$ cat config.mk
export PLATFORM = sky130hd
export DESIGN_NAME = i2c_bus_transfer_sequencer
export DESIGN_NICKNAME = d
export VERILOG_FILES = /design/src/i2c_seq_pkg.sv /design/src/i2c_bus_transfer_sequencer.sv /design/src/i2c_line_sync.sv
export VERILOG_INCLUDE_DIRS = /design/src
export SDC_FILE = /design/constraint.sdc
export NUM_CORES = 1
export LEC_CHECK = 0
export ABC_AREA = 1
export BUFFER_PORTS_ARGS = -buffer_cell sky130_fd_sc_hd__buf_2
export CAP_MARGIN = 10
export CORE_MARGIN = 4
export CORE_UTILIZATION = 51
export DETAILED_ROUTE_END_ITERATION = 10
export GPL_TIMING_DRIVEN = 0
export HOLD_SLACK_MARGIN = 0.05
export MAX_ROUTING_LAYER = met4
export PLACE_DENSITY = 0.82
export SYNTH_ARGS = -nofsm -noshare
export SYNTH_HDL_FRONTEND = slang
export SYNTH_SLANG_ARGS = --single-unit
$ cat constraint.sdc
create_clock -name ref_clk_i -period 2.2 [get_ports ref_clk_i]
set_input_delay 0.11 -clock ref_clk_i [delete_from_list [all_inputs] [get_ports ref_clk_i]]
set_output_delay 0.11 -clock ref_clk_i [all_outputs]
set_load 0.05 [all_outputs]
$ cat src/i2c_seq_cfg.svh
// register offsets, field positions, reset values and timing counts of the bus sequencer
// assumes a 250 MHz ref_clk_i and APB with 32-bit data, byte addressed
`ifndef I2C_SEQ_CFG_SVH
`define I2C_SEQ_CFG_SVH

`define I2C_OFF_CTRL_A     8'h00
`define I2C_OFF_CTRL_B     8'h04
`define I2C_OFF_DATA       8'h08
`define I2C_OFF_OWN_ADDR   8'h0C

`define I2C_A_RATE_LSB     0
`define I2C_A_HSHAKE_BIT   4
`define I2C_A_BC_LSB       5
`define I2C_B_ROLE_BIT     7
`define I2C_B_DIR_BIT      6
`define I2C_B_BUSY_BIT     5
`define I2C_B_PIN_BIT      4
`define I2C_B_MODE_LSB     2
`define I2C_B_LRB_BIT      0

`define I2C_RST_RATE       3'h0
`define I2C_RST_BC         3'h0
`define I2C_RST_MODE       2'h0
`define I2C_MODE_I2C       2'h2
`define I2C_BC_ONE         3'h1

`define I2C_CLK_PERIOD_NS  4
`define I2C_TLOW_BASE_NS   500
`define I2C_TLOW_BASE_CYC  ((`I2C_TLOW_BASE_NS + `I2C_CLK_PERIOD_NS - 1) / `I2C_CLK_PERIOD_NS)

`endif

$ cat src/i2c_seq_pkg.sv
// types shared by the bus sequencer files
// assumes nothing beyond a SystemVerilog compiler
package i2c_seq_pkg;
   typedef enum logic [2:0] {
      ST_IDLE,
      ST_START,
      ST_BIT_LOW,
      ST_BIT_HIGH,
      ST_WAIT_PIN,
      ST_STOP_LOW,
      ST_STOP_HIGH
   } seq_state_t;
endpackage : i2c_seq_pkg

$ cat src/i2c_bus_transfer_sequencer.sv
// master-side word sequencer of a two-wire serial bus, reached over APB
// assumes open-drain pads outside; oe low pulls the line low, lines pulled up externally
// Contract
// - init write leaves device slave receiver
// - one write with bus free issues start
// - wait one low time before first fall
// - ninth falling edge raises irq, clears pending
// - scl held low while pending low
// - direction updated on acknowledged address only
// - buffer write resumes transmit, irq at end
// - buffer read resumes receive, acknowledges low
// - buffer read after address is undefined
// - no acknowledge clock when handshake off
// - 1-bit word leaves sda high as nack
// - start detected sets busy, stop clears
// - stop command while busy ends transfer
// - sda captured at every scl rising edge
//
// The address map and the APB interface to the registers were decided locally.
`timescale 1ns/10ps
`default_nettype none
`include "i2c_seq_cfg.svh"
module i2c_bus_transfer_sequencer import i2c_seq_pkg::*; #(
   parameter logic [15:0] TLOW_BASE_CYC = 16'(`I2C_TLOW_BASE_CYC)
) (
   input  wire logic        ref_clk_i,
   input  wire logic        resetn_i,
   input  wire logic        psel_i,
   input  wire logic        penable_i,
   input  wire logic        pwrite_i,
   input  wire logic [7:0]  paddr_i,
   input  wire logic [31:0] pwdata_i,
   output logic      [31:0] prdata_o,
   output logic             pready_o,
   output logic             pslverr_o,
   input  wire logic        scl_i,
   output logic             scl_o,
   output logic             scl_oe_n_o,
   input  wire logic        sda_i,
   output logic             sda_o,
   output logic             sda_oe_n_o,
   output logic             transfer_irq_o
);
   seq_state_t  state_reg;
   logic [2:0]  rate_reg;
   logic        hshake_reg;
   logic [2:0]  bc_reg;
   logic [6:0]  own_addr_reg;
   logic        free_fmt_reg;
   logic        role_reg;
   logic        dir_reg;
   logic        busy_reg;
   logic        pin_reg;
   logic [1:0]  mode_reg;
   logic [7:0]  sdb_reg;
   logic        lrb_reg;
   logic        stop_req_reg;
   logic        addr_phase_reg;
   logic [3:0]  bit_idx_reg;
   logic [3:0]  word_bits_reg;
   logic [3:0]  data_bits_reg;
   logic [15:0] cnt_reg;
   logic        scl_s;
   logic        sda_s;
   logic        scl_q;
   logic        sda_q;
   logic        access;
   logic        xfer;
   logic        wr_a;
   logic        wr_b;
   logic        wr_d;
   logic        wr_o;
   logic        rd_d;
   logic        start_cmd;
   logic        stop_cmd;
   logic        scl_rise;
   logic        start_det;
   logic        stop_det;
   logic        word_done;
   logic        addr_ack;
   logic        resume;

   function automatic logic [3:0] data_len(input logic [2:0] bc);
      data_len = (bc == 3'h0) ? 4'h8 : {1'b0, bc};
   endfunction : data_len

   function automatic logic [15:0] tlow_cycles(input logic [2:0] rate);
      tlow_cycles = TLOW_BASE_CYC << rate;
   endfunction : tlow_cycles

   i2c_line_sync u_scl_sync (
      .ref_clk_i (ref_clk_i),
      .resetn_i  (resetn_i),
      .line_i    (scl_i),
      .line_o    (scl_s)
   );

   i2c_line_sync u_sda_sync (
      .ref_clk_i (ref_clk_i),
      .resetn_i  (resetn_i),
      .line_i    (sda_i),
      .line_o    (sda_s)
   );

   // bus edges, seen only on synchronised lines
   always_ff @(posedge ref_clk_i or negedge resetn_i) begin
      if (!resetn_i) begin
         scl_q <= 1'b1;
         sda_q <= 1'b1;
      end else begin
         scl_q <= scl_s;
         sda_q <= sda_s;
      end
   end

   assign scl_rise  = scl_s & ~scl_q;
   assign start_det = scl_s & scl_q & sda_q & ~sda_s;
   assign stop_det  = scl_s & scl_q & ~sda_q & sda_s;

   // apb: one wait state so that read data can come from a flop
   assign access = psel_i & penable_i & ~pready_o;
   assign xfer   = psel_i & penable_i & pready_o;
   assign wr_a   = xfer & pwrite_i & (paddr_i == `I2C_OFF_CTRL_A);
   assign wr_b   = xfer & pwrite_i & (paddr_i == `I2C_OFF_CTRL_B);
   assign wr_d   = xfer & pwrite_i & (paddr_i == `I2C_OFF_DATA);
   assign wr_o   = xfer & pwrite_i & (paddr_i == `I2C_OFF_OWN_ADDR);
   assign rd_d   = xfer & ~pwrite_i & (paddr_i == `I2C_OFF_DATA);

   assign start_cmd = wr_b & (pwdata_i[7:4] == 4'hF) & ~busy_reg & (state_reg == ST_IDLE)
                      & (mode_reg == `I2C_MODE_I2C);
   assign stop_cmd  = wr_b & (pwdata_i[7:4] == 4'hD) & busy_reg;

   always_ff @(posedge ref_clk_i or negedge resetn_i) begin
      if (!resetn_i) begin
         pready_o  <= 1'b0;
         pslverr_o <= 1'b0;
         prdata_o  <= 32'h0000_0000;
      end else begin
         pready_o  <= access;
         pslverr_o <= 1'b0;
         if (access) begin
            prdata_o <= 32'h0000_0000;
            case (paddr_i)
               `I2C_OFF_CTRL_A:   prdata_o[7:0] <= {bc_reg, hshake_reg, 1'b0, rate_reg};
               `I2C_OFF_CTRL_B:   prdata_o[7:0] <= {role_reg, dir_reg, busy_reg, pin_reg, mode_reg, 1'b0, lrb_reg};
               `I2C_OFF_DATA:     prdata_o[7:0] <= sdb_reg;
               `I2C_OFF_OWN_ADDR: prdata_o[7:0] <= {own_addr_reg, free_fmt_reg};
               default:           pslverr_o <= 1'b1;
            endcase
         end
      end
   end

   // configuration written by software
   always_ff @(posedge ref_clk_i or negedge resetn_i) begin
      if (!resetn_i) begin
         rate_reg     <= `I2C_RST_RATE;
         hshake_reg   <= 1'b0;
         bc_reg       <= `I2C_RST_BC;
         own_addr_reg <= 7'h00;
         free_fmt_reg <= 1'b0;
         mode_reg     <= `I2C_RST_MODE;
      end else begin
         if (wr_a) begin
            rate_reg   <= pwdata_i[`I2C_A_RATE_LSB +: 3];
            hshake_reg <= pwdata_i[`I2C_A_HSHAKE_BIT];
            bc_reg     <= pwdata_i[`I2C_A_BC_LSB +: 3];
         end
         if (wr_o) begin
            own_addr_reg <= pwdata_i[7:1];
            free_fmt_reg <= pwdata_i[0];
         end
         // command code bits 7:4 also load role and dir; reads there return role, dir, busy and pin
         if (wr_b) begin
            mode_reg <= pwdata_i[`I2C_B_MODE_LSB +: 2];
         end
      end
   end

   // role, direction, bus state and service-pending flag
   always_ff @(posedge ref_clk_i or negedge resetn_i) begin
      if (!resetn_i) begin
         role_reg <= 1'b0;
         dir_reg  <= 1'b0;
         busy_reg <= 1'b0;
         pin_reg  <= 1'b1;
      end else begin
         if (start_det) begin
            busy_reg <= 1'b1;
         end else if (stop_det) begin
            busy_reg <= 1'b0;
         end
         if (stop_det) begin
            role_reg <= 1'b0;
            dir_reg  <= 1'b0;
         end else if (wr_b) begin
            role_reg <= pwdata_i[`I2C_B_ROLE_BIT];
            dir_reg  <= pwdata_i[`I2C_B_DIR_BIT];
         end else if (addr_ack) begin
            dir_reg <= ~sdb_reg[0];
         end
         // software set wins over the end-of-word clear
         if (word_done) begin
            pin_reg <= 1'b0;
         end
         if (wr_d || rd_d || (wr_b && pwdata_i[`I2C_B_PIN_BIT])) begin
            pin_reg <= 1'b1;
         end
      end
   end

   always_ff @(posedge ref_clk_i or negedge resetn_i) begin
      if (!resetn_i) begin
         lrb_reg <= 1'b0;
      end else if (scl_rise) begin
         lrb_reg <= sda_s;
      end
   end

   always_ff @(posedge ref_clk_i or negedge resetn_i) begin
      if (!resetn_i) begin
         stop_req_reg <= 1'b0;
      end else if (stop_cmd) begin
         stop_req_reg <= 1'b1;
      end else if (state_reg == ST_STOP_LOW) begin
         stop_req_reg <= 1'b0;
      end
   end

   // the buffer shifts the bus level back in, so a transmitter reads back what it sent
   always_ff @(posedge ref_clk_i or negedge resetn_i) begin
      if (!resetn_i) begin
         sdb_reg <= 8'h00;
      end else if (wr_d) begin
         sdb_reg <= pwdata_i[7:0];
      end else if (state_reg == ST_BIT_HIGH && scl_rise && bit_idx_reg < data_bits_reg) begin
         sdb_reg <= {sdb_reg[6:0], sda_s};
      end
   end

   assign word_done = (state_reg == ST_BIT_HIGH) && scl_s && (cnt_reg == 16'h0000)
                      && (bit_idx_reg == word_bits_reg - 4'h1);
   assign addr_ack  = word_done & addr_phase_reg & ~lrb_reg;
   assign resume    = (state_reg == ST_WAIT_PIN) & pin_reg & ~stop_req_reg;

   always_ff @(posedge ref_clk_i or negedge resetn_i) begin
      if (!resetn_i) begin
         transfer_irq_o <= 1'b0;
      end else begin
         transfer_irq_o <= word_done;
      end
   end

   // word length is latched when a word starts, so later writes cannot cut one short
   always_ff @(posedge ref_clk_i or negedge resetn_i) begin
      if (!resetn_i) begin
         data_bits_reg  <= 4'h8;
         word_bits_reg  <= 4'h9;
         addr_phase_reg <= 1'b0;
      end else if ((state_reg == ST_START) || resume) begin
         data_bits_reg  <= data_len(bc_reg);
         word_bits_reg  <= data_len(bc_reg) + {3'h0, hshake_reg};
         addr_phase_reg <= (state_reg == ST_START);
      end
   end

   always_ff @(posedge ref_clk_i or negedge resetn_i) begin
      if (!resetn_i) begin
         state_reg   <= ST_IDLE;
         cnt_reg     <= 16'h0000;
         bit_idx_reg <= 4'h0;
      end else begin
         case (state_reg)
            ST_IDLE: begin
               if (start_cmd) begin
                  state_reg <= ST_START;
                  cnt_reg   <= tlow_cycles(rate_reg);
               end
            end
            ST_START: begin
               if (cnt_reg != 16'h0000) begin
                  cnt_reg <= cnt_reg - 16'h0001;
               end else begin
                  state_reg   <= ST_BIT_LOW;
                  cnt_reg     <= tlow_cycles(rate_reg);
                  bit_idx_reg <= 4'h0;
               end
            end
            ST_BIT_LOW: begin
               if (cnt_reg != 16'h0000) begin
                  cnt_reg <= cnt_reg - 16'h0001;
               end else begin
                  state_reg <= ST_BIT_HIGH;
                  cnt_reg   <= tlow_cycles(rate_reg);
               end
            end
            ST_BIT_HIGH: begin
               // a slave stretching scl keeps reloading the count until the line rises
               if (!scl_s) begin
                  cnt_reg <= tlow_cycles(rate_reg);
               end else if (cnt_reg != 16'h0000) begin
                  cnt_reg <= cnt_reg - 16'h0001;
               end else if (word_done) begin
                  state_reg <= ST_WAIT_PIN;
               end else begin
                  state_reg   <= ST_BIT_LOW;
                  cnt_reg     <= tlow_cycles(rate_reg);
                  bit_idx_reg <= bit_idx_reg + 4'h1;
               end
            end
            ST_WAIT_PIN: begin
               if (pin_reg && stop_req_reg) begin
                  state_reg <= ST_STOP_LOW;
                  cnt_reg   <= tlow_cycles(rate_reg);
               end else if (resume) begin
                  state_reg   <= ST_BIT_LOW;
                  cnt_reg     <= tlow_cycles(rate_reg);
                  bit_idx_reg <= 4'h0;
               end
            end
            ST_STOP_LOW: begin
               if (cnt_reg != 16'h0000) begin
                  cnt_reg <= cnt_reg - 16'h0001;
               end else begin
                  state_reg <= ST_STOP_HIGH;
                  cnt_reg   <= tlow_cycles(rate_reg);
               end
            end
            ST_STOP_HIGH: begin
               if (!scl_s) begin
                  cnt_reg <= tlow_cycles(rate_reg);
               end else if (cnt_reg != 16'h0000) begin
                  cnt_reg <= cnt_reg - 16'h0001;
               end else begin
                  state_reg <= ST_IDLE;
               end
            end
            default: begin
               state_reg <= ST_IDLE;
            end
         endcase
      end
   end

   // pad drive; a low oe pulls the line low
   always_ff @(posedge ref_clk_i or negedge resetn_i) begin
      if (!resetn_i) begin
         scl_o      <= 1'b0;
         scl_oe_n_o <= 1'b1;
      end else begin
         scl_o <= 1'b0;
         case (state_reg)
            ST_BIT_LOW, ST_WAIT_PIN, ST_STOP_LOW: scl_oe_n_o <= 1'b0;
            ST_BIT_HIGH:                          scl_oe_n_o <= word_done ? 1'b0 : ~(scl_s && cnt_reg == 16'h0000);
            ST_START:                             scl_oe_n_o <= (cnt_reg != 16'h0000);
            default:                              scl_oe_n_o <= 1'b1;
         endcase
      end
   end

   always_ff @(posedge ref_clk_i or negedge resetn_i) begin
      if (!resetn_i) begin
         sda_o      <= 1'b0;
         sda_oe_n_o <= 1'b1;
      end else begin
         sda_o <= 1'b0;
         case (state_reg)
            ST_START, ST_STOP_LOW: sda_oe_n_o <= 1'b0;
            // sda stays low until scl has stood high a full count, so no false start slips in
            ST_STOP_HIGH:          sda_oe_n_o <= scl_s && (cnt_reg == 16'h0000);
            ST_BIT_LOW: begin
               if (bit_idx_reg < data_bits_reg) begin
                  sda_oe_n_o <= ~((addr_phase_reg || dir_reg) && !sdb_reg[7]);
               end else begin
                  // receiver acknowledges low; a 1-bit word with no handshake stays high
                  sda_oe_n_o <= ~(!addr_phase_reg && !dir_reg);
               end
            end
            ST_WAIT_PIN:           sda_oe_n_o <= ~(pin_reg && stop_req_reg);
            ST_BIT_HIGH:           sda_oe_n_o <= word_done ? 1'b1 : sda_oe_n_o;
            default:               sda_oe_n_o <= 1'b1;
         endcase
      end
   end
endmodule : i2c_bus_transfer_sequencer
`default_nettype wire

$ cat src/i2c_line_sync.sv
// two-flop synchroniser for one bus line
// assumes the line idles high, as an open-drain bus does
`timescale 1ns/10ps
`default_nettype none
module i2c_line_sync (
   input  wire logic ref_clk_i,
   input  wire logic resetn_i,
   input  wire logic line_i,
   output logic      line_o
);
   logic meta_reg;

   always_ff @(posedge ref_clk_i or negedge resetn_i) begin
      if (!resetn_i) begin
         meta_reg <= 1'b1;
         line_o   <= 1'b1;
      end else begin
         meta_reg <= line_i;
         line_o   <= meta_reg;
      end
   end
endmodule : i2c_line_sync
`default_nettype wire

Word level (Yosys, flattened, before mapping):

Cells that the tools add are included.

* bits in registers: 82
* latch bits: 0
* memory bits (writable): 0
* ROM bits: 0
* input port bits: 47
* output and inout port bits: 39
* memories: 0

* add/sub/neg operators: 4
* $mul: 0
* div/mod/pow operators: 0
* $lt $le $gt $ge: 1
* equal/unequal tests: 28
* shift-type cells: 1
* muxes and demuxes: 51
* bitwise logic cells: 39
* reduce and logical (&&, ||, !) cells: 37

Operators by type and width (count)
* 16-bit 2-to-1 mux: 9
* 16-bit one-hot mux with 5 select lines: 1
* 3-bit 2-to-1 mux: 11
* 8-bit one-hot mux with 4 select lines: 1
* 4-bit 2-to-1 mux: 7
* 1-bit bitwise AND: 26
* 3-bit one-hot mux with 7 select lines: 1
* 2-bit != test, second input constant: 10
* 8-bit by 4-bit == test with 1-bit output, second input constant: 2
* 16-bit logical NOT: 1
* 1-bit 2-to-1 mux: 16
* 8-bit 2-to-1 mux: 2
* 16-bit nonzero test: 1
* 7-bit by 3-bit left shift with 16-bit output, first input constant: 1
* 16-bit by 1-bit subtractor with 16-bit output, second input constant: 1
* 1-bit NOT: 13
* 4-bit one-hot mux with 3 select lines: 1
* 1-bit logical AND: 10
* 2-bit nonzero test: 5
* 3-bit == test, second input constant: 3
* 9-bit AND reduction: 1
* 4-bit == test, second input constant: 2
* 8-bit by 3-bit == test with 1-bit output, second input constant: 1
* 8-bit logical NOT: 1
* 24 further kinds: 34

Depth between registers and ports, before layout:

* depth in word-level cells: 10
* depth in mapped cells: 14

Cells and area by module:

A second synthesis with hierarchy kept.

* cell total of the unflattened synthesis: 771
* area, all modules: 5363.9 um^2

Modules (own cells, without submodules)
* i2c_bus_transfer_sequencer: instances 1, cells an instance 767, area each 5258.8 um^2, sequential area each 1961.9 um^2
* i2c_line_sync: instances 2, cells an instance 2, area each 52.6 um^2, sequential area each 52.6 um^2

Worst setup path before layout:

Ideal clock, no wire load.

* kind: register to register
* from: register pready_o
* to: register cnt_reg[2]
* library setup time: 65 ps
* data arrival time: 1885 ps
* setup slack: 250 ps
* cell stages (with the launch flop): 12
* period minus slack after synthesis: 1950 ps
* path through: dfrtp_1 nand3_2 inv_1 nand2_1 nor2_8 nand4_2 nand2_4 inv_4 nor2_8 buf_6 nand2_1 nand2_1

* word-level cells in the longest chain between the ends: 9

RTL lines
* start, declared: line i2c_bus_transfer_sequencer.sv:34 `output logic pready_o,`
* start signal, assigned: line i2c_bus_transfer_sequencer.sv:139 `pready_o <= access;`
* 1-bit bitwise AND: line i2c_bus_transfer_sequencer.sv:122 `assign xfer = psel_i & penable_i & pready_o;`
* 1-bit bitwise AND (2 in series): line i2c_bus_transfer_sequencer.sv:124 `` assign wr_b = xfer & pwrite_i & (paddr_i == `I2C_OFF_CTRL_B); ``
* 1-bit bitwise AND (4 in series): line i2c_bus_transfer_sequencer.sv:129 `assign start_cmd = wr_b & (pwdata_i[7:4] == 4'hF) & ~busy_reg & (state_reg == ST_IDLE)`
* 2-bit != test (no source line)
* 5-bit AND reduction (no source line)
* end signal, assigned: line i2c_bus_transfer_sequencer.sv:277 `cnt_reg <= tlow_cycles(rate_reg);`
* end signal, assigned: line i2c_bus_transfer_sequencer.sv:282 `cnt_reg <= cnt_reg - 16'h0001;`
* end signal, assigned: line i2c_bus_transfer_sequencer.sv:285 `cnt_reg <= tlow_cycles(rate_reg);`
* end, declared: line i2c_bus_transfer_sequencer.sv:62 `logic [15:0] cnt_reg;`

Every way passes these cells.
A chain may end at the register's enable or synchronous reset.

Worst setup path after layout:

* from: register word_bits_reg[0]
* to: register cnt_reg[2]

* word-level cells in the longest chain between the ends: 5

RTL lines
* start, declared: line i2c_bus_transfer_sequencer.sv:60 `logic [3:0] word_bits_reg;`
* start signal, assigned: line i2c_bus_transfer_sequencer.sv:262 `word_bits_reg <= data_len(bc_reg) + {3'h0, hshake_reg};`
* 4-bit by 1-bit subtractor with 4-bit output: line i2c_bus_transfer_sequencer.sv:242 `&& (bit_idx_reg == word_bits_reg - 4'h1);`
* 4-bit == test: line i2c_bus_transfer_sequencer.sv:242
* 1-bit logical AND: line i2c_bus_transfer_sequencer.sv:242
* net word_done: line i2c_bus_transfer_sequencer.sv:79 `logic word_done;`
* 4-bit != test (no source line)
* 5-bit AND reduction (no source line)

The timed path passes the listed nets, and every way through them passes these cells.

==> results.json <==
{
  "status": "finished clean",
  "clk_pin_slew_ns": 0.10,
  "start_kind": "flip-flop",
  "min_period_over_period_pct": 95.0,
  "hold_class": "in -> reg",
  "synthTopCellsByCount": "nand2_1 (229), inv_1 (86), dfrtp_1 (70), nand3_1 (63), nor2_1 (63)",
  "cp.required_ns": 2.50,
  "synth_area_leaders": "dfrtp_1 (33%), nand2_1 (16%), inv_1 (6.0%), dfstp_2 (5.9%), nand3_1 (5.9%)",
  "drc_errors": 0,
  "cts_tree": "done",
  "synth.yosys.seq_area_share_pct": 38.6,
  "ys_ff_latch": 82,
  "path_buf_inv": 3,
  "slew_viol_final": 0,
  "synth.most_common_cell": "nand2_1",
  "n_antenna_cell": 0,
  "gr-total-overflow": 0,
  "nNetsFinal": 895,
  "grt_usage_pct": 22.7,
  "period_minus_slack_ns": 2.09,
  "cp_slowest_cell": "dfstp_2",
  "pre_cts_ws_ns": 0.0348,
  "setup_slack_ns": 0.109,
  "rr_endpoint": "cnt_reg[2]",
  "clkLatencyLatePin_ns": 0.37,
  "ff2ff_setup_slack_ns": 0.11,
  "synth_cells": 748,
  "worstSetupPathType": "reg -> reg",
  "yosysTopAreaCell": "dfrtp_1",
  "crit_chain": "inv_1, ha_1, inv_1, nand2_1, nand2_1, nand3_2, nor2_4, nand2_2, nor2_4, nor2_2, nand2_4, clkbuf_16, nand2_1, nand2_1",
  "dpl.hpwl_microns": 9710,
  "largest_reg_flops": 16,
  "skew_ns": 0.0175,
  "max_freq_mhz": 478,
  "fp-row-count": 37,
  "dpl_cell_area_sq_mm": 0.00581,
  "cp_max_fo": 5,
  "worstReg2RegStart": "word_bits_reg[0]",
  "grt_antenna_before_repair": 0,
  "wirelength_microns": 13400,
  "grt_pass1_vias": 4646,
  "worst_path_most_repeated_cell": "nand2_1",
  "tns_ns": 0,
  "setup_violations": 0,
  "hp-start": "pwdata_i[4]",
  "synth_flop_cell": "dfrtp_1",
  "synth_cell_types": 42,
  "max_stage_delay_ns": 0.56,
  "r2r_cells": 14,
  "wl_per_cell_microns": 13.7,
  "multi_input_area_sq_mm": 0.00276,
  "root_buffer": "clkbuf_8",
  "synth_top_cell_area_share_pct": 32.7,
  "globalplace.congestion": 0.916,
  "grt_pass1_wl_microns": 22300,
  "crit_family": "simple AND/OR/NAND/NOR gates",
  "ir_worst_vdd_mv": 0.474,
  "portBuffers": 34,
  "maxCapViolations": 0,
  "p_per_area_mw_per_mm2": 968,
  "seqCellArea_sq_mm": 0.00207,
  "cts_buffer_depth": 2,
  "worst_setup_path_end_kind": "flip-flop",
  "fillers": 943,
  "cts.sinks": 82,
  "holdPathStages": 3,
  "grt_max_degree": 46,
  "async_reset_ff_share_pct": 100,
  "drive_gt1_share_pct": 19.1,
  "p_leak_nw": 3.30,
  "cts.htree.levels": 3,
  "synth_warnings": 0,
  "cts_buffers": 9,
  "fin_area_sq_mm": 0.00624,
  "hold_end": "stop_req_reg",
  "fp.coreArea_sq_mm": 0.0103,
  "avgViaCountPerCell": 5.27,
  "route.vias.total": 5172,
  "dieArea_sq_mm": 0.0122,
  "dieHeight_microns": 110,
  "relSlewSlack_pct": 59.3,
  "syn-cell-area_sq_mm": 0.00535,
  "chipWidth_microns": 110,
  "arrival_ns": 2.39,
  "hold_viol_final": 0,
  "area_growth_syn_to_layout_pct": 16.5,
  "drt-pass1-iter-count": 5,
  "ant_nets": 0,
  "synth_edf_count": 0,
  "tightest_slew_ns": 0.611,
  "start_util_pct": 52.1,
  "synth_area_per_cell_sq_um": 7.16,
  "io_pins": 86,
  "drt_first_iter_violations": 489
}
-- metal layers --
layer | routed length [microns] | share of wire [%] | GRT usage (%) | up-vias
met2 | 6300 | 47 | 35.4 | 224
met3 | 977 | 7.3 | 2.47 | 22
li1 | - | - | - | 2518
met4 | 243 | 1.8 | 7.88 | 0
met1 | 5890 | 44 | 30.9 | 2408
met5 | 0 | 0 | - | -
-- final cells by class --
type / instances / share of cell area, %
Multi-Input combinational cell: 553 / 44.3
Sequential cell: 82 / 33.2
Timing Repair Buffer: 56 / 6.54
Inverter: 98 / 5.94
Buffer: 40 / 4.53
Tap cell: 136 / 2.73
Clock buffer: 9 / 1.99
Clock inverter: 7 / 0.823
-- tightest hold or removal path, delay by kind of cell --
kind / cells / cell delay (ns)
buffers and inverters: 1 / 0.14
and+or+nand+nor: 1 / 0.10
AOI/OAI and AO/OA: 1 / 0.06
-- cell families after synthesis --
family / share of synthesized area [%]
adders and majority gates: 1.87
and+or+nand+nor: 35.7
xor gates and xnor gates: 2.13
buffers and inverters: 12.1
DFF: 38.6
other: 0.0700
AOI/OAI and AO/OA: 9.49
-- worst max-delay path by stage --
stage | startpoint | to | depth (start not counted)
2_1_floorplan | pready_o | cnt_reg[2] | 11
3_3_place_gp | cnt_reg[0] | cnt_reg[3] | 12
3_5_place_dp | cnt_reg[0] | cnt_reg[3] | 12
4_1_cts | cnt_reg[0] | cnt_reg[3] | 12
5_1_grt | cnt_reg[0] | cnt_reg[6] | 12
6_report | word_bits_reg[0] | cnt_reg[2] | 14
-- power breakdown --
| part | leakage [nW] | switching, mW | internal (mW) |
|---|---|---|---|
| registers | 1.04 | 0.272 | 1.83 |
| logic | 2.18 | 1.87 | 1.03 |
| clock network | 0.0864 | 0.615 | 0.418 |
-- metrics by stage --
step | util [%] | power, mW | std cells | hold slack [ns]
floorplan | - | 4.14 | 773 | -0.186
finish | 60.7 | 6.03 | 981 | 0.0809
detailed placement | 56.5 | 4.76 | 944 | 0.161
global route | 60.7 | 6.55 | 981 | 0.0864
CTS | 59.3 | 5.81 | 971 | 0.0567
global placement | 56.3 | 4.71 | 943 | 0.215
-- repair_timing --
action	in CTS	in global routing
buffers inserted	0	9
hold buffers	11	0
endpoints found under the setup margin	0	19
endpoints found under the hold margin	52	0
resized for setup	0	10
-- cell usage in the layout, fill, tap and decap left out, drive strengths merged, types with 14 or more instances in the layout --
cell / synthesis / layout
dfrtp: 70 / 70
nand4: 14 / 14
buf: 35 / 79
nor2: 79 / 79
nand2: 240 / 240
nand3: 67 / 67
clkbuf: 5 / 15
conb: 1 / 26
o21ai: 61 / 61
inv: 95 / 98
Power figures use the tool's default switching activity.
